===== config.mk =====
export PLATFORM = sky130hd
export DESIGN_NAME = power_up_hold_sequencer
export DESIGN_NICKNAME = d
export VERILOG_FILES = /design/src/core/power_hold_pkg.sv /design/src/core/wake_edge_detect.sv /design/src/core/power_up_hold_sequencer.sv
export SDC_FILE = /design/constraint.sdc
export NUM_CORES = 1
export LEC_CHECK = 0
export BUFFER_PORTS_ARGS = -buffer_cell sky130_fd_sc_hd__buf_2
export CAP_MARGIN = 20
export CORE_UTILIZATION = 58
export CTS_CLUSTER_DIAMETER = 50
export DETAILED_ROUTE_END_ITERATION = 16
export PLACE_DENSITY = 0.78
export SLEW_MARGIN = 10
export SYNTH_ARGS = -nofsm -noshare
export SYNTH_HDL_FRONTEND = slang
export SYNTH_SLANG_ARGS = --single-unit

===== constraint.sdc =====
create_clock -name core_clk_i -period 2 [get_ports core_clk_i]
set_input_delay 0.1 -clock core_clk_i [delete_from_list [all_inputs] [get_ports core_clk_i]]
set_output_delay 0.1 -clock core_clk_i [all_outputs]
set_load 0.02 [all_outputs]

===== src/core/power_hold_pkg.sv =====
// Operation
// - any of three wake inputs starts power-up
// - powered while power key held high
// - supply hold keeps power after key release
// - charger, handsfree wake on rising edge
package power_hold_pkg;

    // core clock rate and timing
    localparam int unsigned CLK_HZ        = 10_000_000;  // core clock, 10 mhz
    localparam int unsigned HOLD_WINDOW_MS = 1200;       // hold window after edge wake
    localparam int unsigned HOLD_WINDOW_CYCLES =
        (HOLD_WINDOW_MS * (CLK_HZ / 1000));             // longest time, rounded down
    localparam int unsigned WIN_W         = 24;          // window counter width
    localparam logic [WIN_W-1:0] WIN_ZERO = 24'h000000;  // counter reset value
    localparam logic [WIN_W-1:0] WIN_ONE  = 24'h000001;  // counter step

    // power state machine
    typedef enum logic [1:0] {
        ST_OFF    = 2'b00,  // device powered down
        ST_WINDOW = 2'b01,  // edge wake, waiting for host hold
        ST_ON     = 2'b10   // powered by key or hold
    } power_state_t;

    // wake inputs travel together
    typedef struct packed {
        logic power_key;    // power key input
        logic handsfree;    // handsfree wake input
        logic charger;      // charger present input
    } wake_inputs_t;

    // which sources caused the last start
    typedef struct packed {
        logic power_key;    // started by key
        logic handsfree;    // started by handsfree
        logic charger;      // started by charger
    } wake_cause_t;

endpackage : power_hold_pkg


===== src/core/wake_edge_detect.sv =====
// rising edge / level detection of the two edge-type wake inputs
module wake_edge_detect
    import power_hold_pkg::*;
#(
    parameter bit HF_LEVEL = 1'b0  // build option: handsfree is level-sensitive
) (
    input  wire logic         core_clk_i,  // core clock
    input  wire logic         reset_i,     // sync reset, active high
    input  wire wake_inputs_t wake_i,      // raw wake inputs
    output logic              hf_start_o,  // handsfree start request
    output logic              chg_start_o  // charger start request
);
    logic hf_prev;   // last handsfree level
    logic chg_prev;  // last charger level

    // remember previous levels
    always_ff @(posedge core_clk_i) begin
        if (reset_i) begin
            hf_prev  <= 1'b0;
            chg_prev <= 1'b0;
        end else begin
            hf_prev  <= wake_i.handsfree;
            chg_prev <= wake_i.charger;
        end
    end

    // edge or level selection
    always_comb begin
        chg_start_o = wake_i.charger & ~chg_prev;
        hf_start_o  = HF_LEVEL ? wake_i.handsfree
                               : (wake_i.handsfree & ~hf_prev);
    end

    // a held-high charger gives only one request
    a_chg_edge_once: assert property (@(posedge core_clk_i) disable iff (reset_i)
        chg_start_o |=> !chg_start_o)
        else $error("charger start request lasted two cycles");

endmodule : wake_edge_detect


===== src/core/power_up_hold_sequencer.sv =====
// power-up and power-hold sequencer
//
// three states: off, window and on.
// the power key starts the device straight into the on state, and the
// device stays there while the key is high, whatever the hold does.
// a rising edge on the charger or handsfree wake opens a hold window:
// the device is powered but waits for the host to raise supply hold.
// hold or key seen inside the window moves the device to on.
// if neither arrives before the window count runs out, it powers down.
// in on, power stays while key or hold is high; with both low the device
// drops power on the next edge, so hold must be kept up continuously.
// wake edges that arrive while already powered are ignored.
// hold alone never starts the device from off.
// the handsfree wake may be built level-sensitive, in which case a
// handsfree input held high re-opens the window after each expiry.
//
module power_up_hold_sequencer
    import power_hold_pkg::*;
#(
    parameter bit                   HF_LEVEL     = 1'b0,              // handsfree level option
    parameter logic [WIN_W-1:0]     WINDOW_COUNT = WIN_W'(HOLD_WINDOW_CYCLES) // hold window
) (
    input  wire logic               core_clk_i,           // core clock
    input  wire logic               reset_i,              // sync reset, active high
    input  wire power_hold_pkg::wake_inputs_t wake_i,      // wake inputs
    input  wire logic               supply_hold_input_i,  // host supply hold
    output logic                    power_enable_o,       // device powered
    output logic                    window_active_o,      // waiting for host hold
    output power_hold_pkg::wake_cause_t cause_o           // cause of last start
);
    import power_hold_pkg::*;

    power_state_t     state;        // current state
    power_state_t     next_state;   // next state
    logic [WIN_W-1:0] win_count;    // cycles spent in window
    logic             hf_start;     // handsfree start request
    logic             chg_start;    // charger start request
    logic             win_expired;  // window ran out

    // edge detection of charger and handsfree
    wake_edge_detect #(
        .HF_LEVEL (HF_LEVEL)
    ) u_edge (
        .core_clk_i  (core_clk_i),
        .reset_i     (reset_i),
        .wake_i      (wake_i),
        .hf_start_o  (hf_start),
        .chg_start_o (chg_start)
    );

    // any edge-type wake request this cycle
    function automatic logic edge_wake(input logic hf, input logic chg);
        return hf | chg;
    endfunction : edge_wake

    // key or hold keeps the device powered
    function automatic logic keep_alive(input logic key, input logic hold);
        return key | hold;
    endfunction : keep_alive

    // last window cycle reached; the window thus lasts WINDOW_COUNT cycles
    // counter starts at zero on entry, so compare against count minus one
    assign win_expired = (win_count >= WINDOW_COUNT - WIN_ONE);

    // next state decision
    always_comb begin
        next_state = state;
        unique case (state)
            ST_OFF: begin
                // key starts straight into on; hold alone is refused here
                if (wake_i.power_key) begin
                    next_state = ST_ON;
                end else if (edge_wake(hf_start, chg_start)) begin
                    // edge wake opens the hold window
                    next_state = ST_WINDOW;
                end
            end
            ST_WINDOW: begin
                // host hold or key ends the window
                if (keep_alive(wake_i.power_key, supply_hold_input_i)) begin
                    next_state = ST_ON;
                end else if (win_expired) begin
                    // nobody kept the device alive in time
                    next_state = ST_OFF;
                end
            end
            ST_ON: begin
                // key keeps power regardless of hold
                if (!keep_alive(wake_i.power_key, supply_hold_input_i)) begin
                    next_state = ST_OFF;
                end
            end
            default: begin
                next_state = ST_OFF;  // illegal code recovers to off
            end
        endcase
    end

    // state register
    always_ff @(posedge core_clk_i) begin
        if (reset_i) begin
            state <= ST_OFF;
        end else begin
            state <= next_state;
        end
    end

    // window counter, cleared on every entry
    always_ff @(posedge core_clk_i) begin
        if (reset_i) begin
            win_count <= WIN_ZERO;
        end else if (state == ST_WINDOW) begin
            win_count <= win_count + WIN_ONE;
        end else begin
            win_count <= WIN_ZERO;
        end
    end

    // registered outputs
    always_ff @(posedge core_clk_i) begin
        if (reset_i) begin
            power_enable_o  <= 1'b0;
            window_active_o <= 1'b0;
        end else begin
            power_enable_o  <= (next_state != ST_OFF);
            window_active_o <= (next_state == ST_WINDOW);
        end
    end

    // cause capture at each start from off
    always_ff @(posedge core_clk_i) begin
        if (reset_i) begin
            cause_o <= '0;
        end else if (state == ST_OFF && next_state != ST_OFF) begin
            cause_o.power_key <= wake_i.power_key;
            cause_o.handsfree <= hf_start;
            cause_o.charger   <= chg_start;
        end
    end

    // key high always yields power next cycle
    a_key_keeps_on: assert property (@(posedge core_clk_i) disable iff (reset_i)
        wake_i.power_key |=> power_enable_o)
        else $error("power dropped while key held");

    // any edge wake request from off starts power
    a_wake_starts: assert property (@(posedge core_clk_i) disable iff (reset_i)
        (state == ST_OFF && edge_wake(hf_start, chg_start)) |=> power_enable_o)
        else $error("wake request did not start power");

    // hold keeps power once on
    a_hold_keeps_on: assert property (@(posedge core_clk_i) disable iff (reset_i)
        (state == ST_ON && supply_hold_input_i) |=> power_enable_o)
        else $error("power dropped while hold asserted");

    // window ends with power down when unheld
    a_window_expiry: assert property (@(posedge core_clk_i) disable iff (reset_i)
        (state == ST_WINDOW && win_expired && !wake_i.power_key
         && !supply_hold_input_i) |=> !power_enable_o && state == ST_OFF)
        else $error("window expiry did not power down");

    // window never outlasts its count
    a_window_bound: assert property (@(posedge core_clk_i) disable iff (reset_i)
        state == ST_WINDOW |-> win_count < WINDOW_COUNT)
        else $error("window counter exceeded limit");

    // power drops only when key and hold were both low
    a_off_cause: assert property (@(posedge core_clk_i) disable iff (reset_i)
        $fell(power_enable_o)
        |-> $past(!wake_i.power_key && !supply_hold_input_i))
        else $error("power removed without cause");

    // hold alone does not start the device
    a_hold_refused_off: assert property (@(posedge core_clk_i) disable iff (reset_i)
        (state == ST_OFF && !wake_i.power_key && !edge_wake(hf_start, chg_start))
        |=> !power_enable_o)
        else $error("device started without a wake request");

    // key inside the window moves to on
    a_key_leaves_window: assert property (@(posedge core_clk_i) disable iff (reset_i)
        (state == ST_WINDOW && wake_i.power_key)
        |=> (state == ST_ON && !window_active_o))
        else $error("key did not end the window");

    // hold inside the window moves to on
    a_hold_ends_window: assert property (@(posedge core_clk_i) disable iff (reset_i)
        (state == ST_WINDOW && supply_hold_input_i)
        |=> (state == ST_ON && power_enable_o))
        else $error("hold did not end the window");

    // hold keeps power after key release
    a_hold_after_key: assert property (@(posedge core_clk_i) disable iff (reset_i)
        (state == ST_ON && !wake_i.power_key && supply_hold_input_i)
        |=> (state == ST_ON))
        else $error("device left on state while hold asserted");

    // edge wake from off opens the window
    a_edge_opens_window: assert property (@(posedge core_clk_i) disable iff (reset_i)
        (state == ST_OFF && !wake_i.power_key && edge_wake(hf_start, chg_start))
        |=> (window_active_o && state == ST_WINDOW))
        else $error("edge wake did not open the window");

    // wake edges while on leave the cause alone
    a_edge_ignored_on: assert property (@(posedge core_clk_i) disable iff (reset_i)
        (state == ST_ON && edge_wake(hf_start, chg_start))
        |=> $stable(cause_o))
        else $error("cause changed while already on");

    // start cause records the edge requests
    a_cause_recorded: assert property (@(posedge core_clk_i) disable iff (reset_i)
        (state == ST_OFF && next_state != ST_OFF)
        |=> (cause_o.charger == $past(chg_start)
             && cause_o.handsfree == $past(hf_start)))
        else $error("start cause not recorded");

    // counter rests at zero outside the window
    a_count_cleared: assert property (@(posedge core_clk_i) disable iff (reset_i)
        (state != ST_WINDOW) |=> (win_count == WIN_ZERO))
        else $error("window counter not cleared");

    // window flag only while powered
    a_window_powered: assert property (@(posedge core_clk_i) disable iff (reset_i)
        window_active_o |-> power_enable_o)
        else $error("window flag without power");

endmodule : power_up_hold_sequencer


Word level (Yosys, flattened, before mapping). Cells that the tools add are included.

Bits of input ports: 6. Register bits: 33. Word-level logic and storage cells: 31.

Reduce and logical (&&, ||, !) cells: 4. $lt $le $gt $ge: 1. Eq/ne operators: 3. Muxes and demuxes: 6. Add/subtract/negate cells: 1. Bitwise operators: 7.

Operators with widths (count): adder 24 x 1 -> 24 bit, second input constant (1); >= comparator 24 bit, second input constant (1); 2-to-1 mux 2 bit (5); case mux 2 bit (3 select lines) (1); equality test 2 x 1 -> 1 bit, second input constant (2); inverter 1 bit (3); bitwise AND 1 bit (2); equality test 2 bit, second input constant (1); logical NOT 2 bit (1); OR 1 bit (2); nonzero test 2 bit (1); OR reduction 2 bit (1); logical AND 1 bit (1).

Longest topological paths before layout.
Word-level depth: 8. Mapped depth: 5. Gate-level depth less buffers: 5.

Hierarchy. A second synthesis with hierarchy kept.

Cells, all modules: 157. Area, all modules: 1448.9 µm².

By module, submodules not included: power_up_hold_sequencer (sequential area each 620.6 µm², area each 1378.8 µm², cells each 151, times used 1); wake_edge_detect (sequential area each 40.0 µm², area each 70.1 µm², cells each 6, times used 1).

Least setup slack after synthesis. No wires, ideal clock.

Path type: flip-flop to flip-flop. Start: reg win_count[0]. End: reg win_count[20]. Data required time: 1930 ps. Setup time: 70 ps. Path buffers: 0. Slack: 446 ps. Period minus slack after synthesis: 1554 ps. Cell stages (with the launch flop): 6. Arrival: 1484 ps. Cells stage by stage: dfxtp_1 ha_1 and3_1 nand4_2 or4_1 a21oi_1.

Word-level cells in the longest chain between the ends: 1.

Ends and longest elaborated chain: from (decl) (RTL line power_up_hold_sequencer.sv:35) `logic [WIN_W-1:0] win_count;`; from (signal assigned) (RTL line power_up_hold_sequencer.sv:113) `win_count <= win_count + WIN_ONE;`; adder 24 x 1 -> 24 bit (RTL line power_up_hold_sequencer.sv:113).

Every way passes these cells. A chain may end at the register's enable or synchronous reset.

Worst setup path in the final report. Same ends and word-level chain as after synthesis.

==> impl_metrics.py <==
metrics = {
    "floorplan": {
        "die-width_um": 52.4,
        "die_y_um": 52.4,
        "initial_core_util_pct": 64.1,
        "coreArea_um2": 2300,
        "die-area_um2": 2740,
        "std_cell_rows": 17,
        "io_pins": 11,
    },
    "synthesis": {
        "ys_warn_count": 0,
        "synthCells": 164,
        "avgSynthCellArea_um2": 8.98,
        "synth_top_area_cell": "dfxtp_1",
        "yosysTopAreaCellShare_pct": 44.9,
        "ys_types": 38,
        "ys_seq_elements": 33,
        "syn_nets": 171,
        "netlist_area_um2": 1470,
        "synth-seq-area-share_pct": 44.9,
        "synthTopCellsByArea": "dfxtp_1 (45%), xor2_1 (4.8%), nor2_1 (4.3%)",
    },
    "drt": {
        "drc_errors": 0,
        "vias": 1257,
        "wire_per_inst_um": 13.5,
        "drt_pass1_iterations": 4,
        "drt_wl_total_um": 2830,
        "drt-vias-per-instance": 6.01,
        "drtIter0Drc": 28,
        "ant_nets": 0,
    },
    "worst_setup_path": {
        "end_kind": "flip-flop",
        "crit_required_ns": 2.27,
        "cpMaxStageDelayCell": "or4_1",
        "path_max_fanout": 10,
        "max_stage_delay_ns": 0.46,
        "crit_chain": "ha_1, and3_1, nand4_2, or4_1, a21oi_1",
        "cp.arrival_ns": 2.01,
        "criticalPathCategory": "flip-flop to flip-flop",
        "crit_path_start_kind": "flip-flop",
    },
    "global_routing": {
        "grt_pass1_vias": 1130,
        "antenna_found_initial": 0,
        "grt_start_max_net_pins": 19,
        "grt_pass1_wl_um": 4750,
        "track_usage_pct": 24.1,
        "overflow": 0,
    },
    "clocking": {
        "clk_pin_slew_ns": 0.09,
        "h-tree-depth": 2,
        "cts-root-buf": "clkbuf_4",
        "cts_sinks": 33,
        "clockBufferDepth": 2,
        "cts_buffers": 5,
        "cts_tree": "built",
        "clk_latency_ns": 0.33,
    },
    "sta": {
        "rsz0062_at_grt": "no",
        "skew_ns": 0.00386,
        "finalCritPeriodShare_pct": 87.4,
        "fmax_mhz": 572,
        "drv_slew": 0,
        "min_period_ns": 1.75,
        "setup_slack_ns": 0.253,
        "finalHoldViolCount": 0,
        "worst_pin_slew_ns": 0.631,
        "slew_headroom_pct": 56.9,
        "tns_ns": 0,
        "setup_viol": 0,
    },
    "outcome": {
        "outcome": "complete, no violations",
    },
    "layout": {
        "fin_area_um2": 1620,
        "n_antenna_cell": 0,
        "fin_nets": 188,
        "syn_to_final_growth_pct": 10.1,
        "drive_above_1_share_pct": 13.3,
    },
    "run": {
        "drv_cap": 0,
    },
    "pwr": {
        "ir_drop_mv": 0.649,
        "p_leak_nw": 0.583,
        "power_density_nw_per_um2": 687,
    },
    "place": {
        "io_buffers": 10,
        "dp_hpwl_um": 2040,
        "post-place-ws_ns": 0.274,
        "postPlaceCellArea_um2": 1550,
        "gp_congestion": 0.792,
    },
    "min_path": {
        "hold_path.class": "primary input to flip-flop",
    },
}
==> synthesized netlist by cell type (all sizes together) <==
| master | instances |
|---|---|
| a211oi | 1 |
| o211ai | 3 |
| and3 | 7 |
| nor2 | 17 |
| xnor2 | 4 |
| a22oi | 2 |
| a221oi | 1 |
| nor4 | 1 |
| nand4 | 9 |
| a2111oi | 1 |
| or4 | 6 |
| buf | 2 |
| nand2 | 10 |
| nor2b | 4 |
| nand3 | 11 |
| dfxtp | 33 |
| and4 | 2 |
| o21ai | 7 |
| and2 | 1 |
| o211a | 1 |
| nor3b | 1 |
| inv | 3 |
| a2bb2oi | 1 |
| ha | 1 |
| o21bai | 1 |
| xor2 | 8 |
| nor3 | 4 |
| or3 | 4 |
| o31ai | 4 |
| clkbuf | 1 |
| a21boi | 2 |
| a21oi | 10 |
| a211o | 1 |
==> repair_timing <==
action	in CTS	in global routing
hold buffers	2	0
resized for setup	0	0
setup buffers	0	0
endpoints found under the hold margin	2	0
==> critical path: cells and delay by family (launching register included) <==
kind	cells	cell delay, ns
AND/OR/NAND/NOR	3	0.89
adder cells (fa/ha/maj)	1	0.26
AO/OA/AOI/OAI	1	0.15
flip-flops	1	0.39
==> per-layer routing <==
layer / track usage, % / vias to the layer above / share of wire [%]
met1: 28.2 / 588 / 47
met3: 8.70 / 6 / 3.7
met5: 0 / - / 0
li1: - / 640 / -
met4: 7.89 / 0 / 1.5
met2: 40.5 / 23 / 47
==> logic make-up (layout without fill, tap and decap cells) <==
family	Yosys count	in the layout	share of synthesized area, %
compound gates	35	35	15.5
xor+xnor	12	12	7.14
fa+ha+maj	1	1	0.849
buf+inv	6	23	2.04
flops	33	33	44.9
simple gates	77	77	29.7
==> area by class of cell <==
class	instances	area, µm²
clock buffer	7	55.1
timing repair buffer	13	77.6
tap	28	35.0
sequential	33	661
fill	206	676
multi-input combinational	125	782
inverter	3	11.3
==> report_power, final <==
part | switching, W | internal, W | leakage (nW)
combinational | 0.0000379 | 0.0000273 | 0.284
clock | 0.000204 | 0.000166 | 0.0314
sequential | 0.00000817 | 0.000670 | 0.268
total | 0.000251 | 0.000863 | 0.583
==> layout by cell type (no fill, tap or decap), types with 5 or more instances in the layout <==
cell	Yosys	routed
o21ai_0	7	7
nor2_1	17	17
buf_2	0	10
a21oi_1	10	10
or4_1	6	6
nand4_1	7	7
nand2_1	10	10
nand3_1	11	11
xor2_1	8	8
clkbuf_4	0	5
dfxtp_1	33	33
==> path summary, 6_finish.rpt <==
check | from | endpoint | slack [ns] | cells after the start
hold / removal | reset_i | u_edge.hf_prev$_SDFF_PP0_ | 0.03 | 2
setup / recovery | win_count[0]$_SDFF_PP0_ | win_count[20]$_SDFF_PP0_ | 0.25 | 5
hold reg to reg | win_count[0]$_SDFF_PP0_ | win_count[0]$_SDFF_PP0_ | 0.48 | 1
setup reg to reg | win_count[0]$_SDFF_PP0_ | win_count[20]$_SDFF_PP0_ | 0.25 | 5
==> flip-flops by register name, summed over array words and instances (netlist names) <==
name and flops:
window_active_o 1, cause_o 3, state 2, win_count 24, power_enable_o 1, u_edge.hf_prev 1, u_edge.chg_prev 1
==> through the flow <==
step           util (%)  hold WS, ns  power (W)  instances
6_report           70.6       0.0262    0.00111        209
4_1_cts            70.6       0.0146    0.00113        209
2_1_floorplan         -        0.172   0.000732        164
5_1_grt            70.6       0.0221    0.00117        209
3_5_place_dp       67.3        0.328   0.000756        200
3_3_place_gp       67.3        0.327   0.000754        200
No activity file was read; power rests on OpenSTA's default activity.
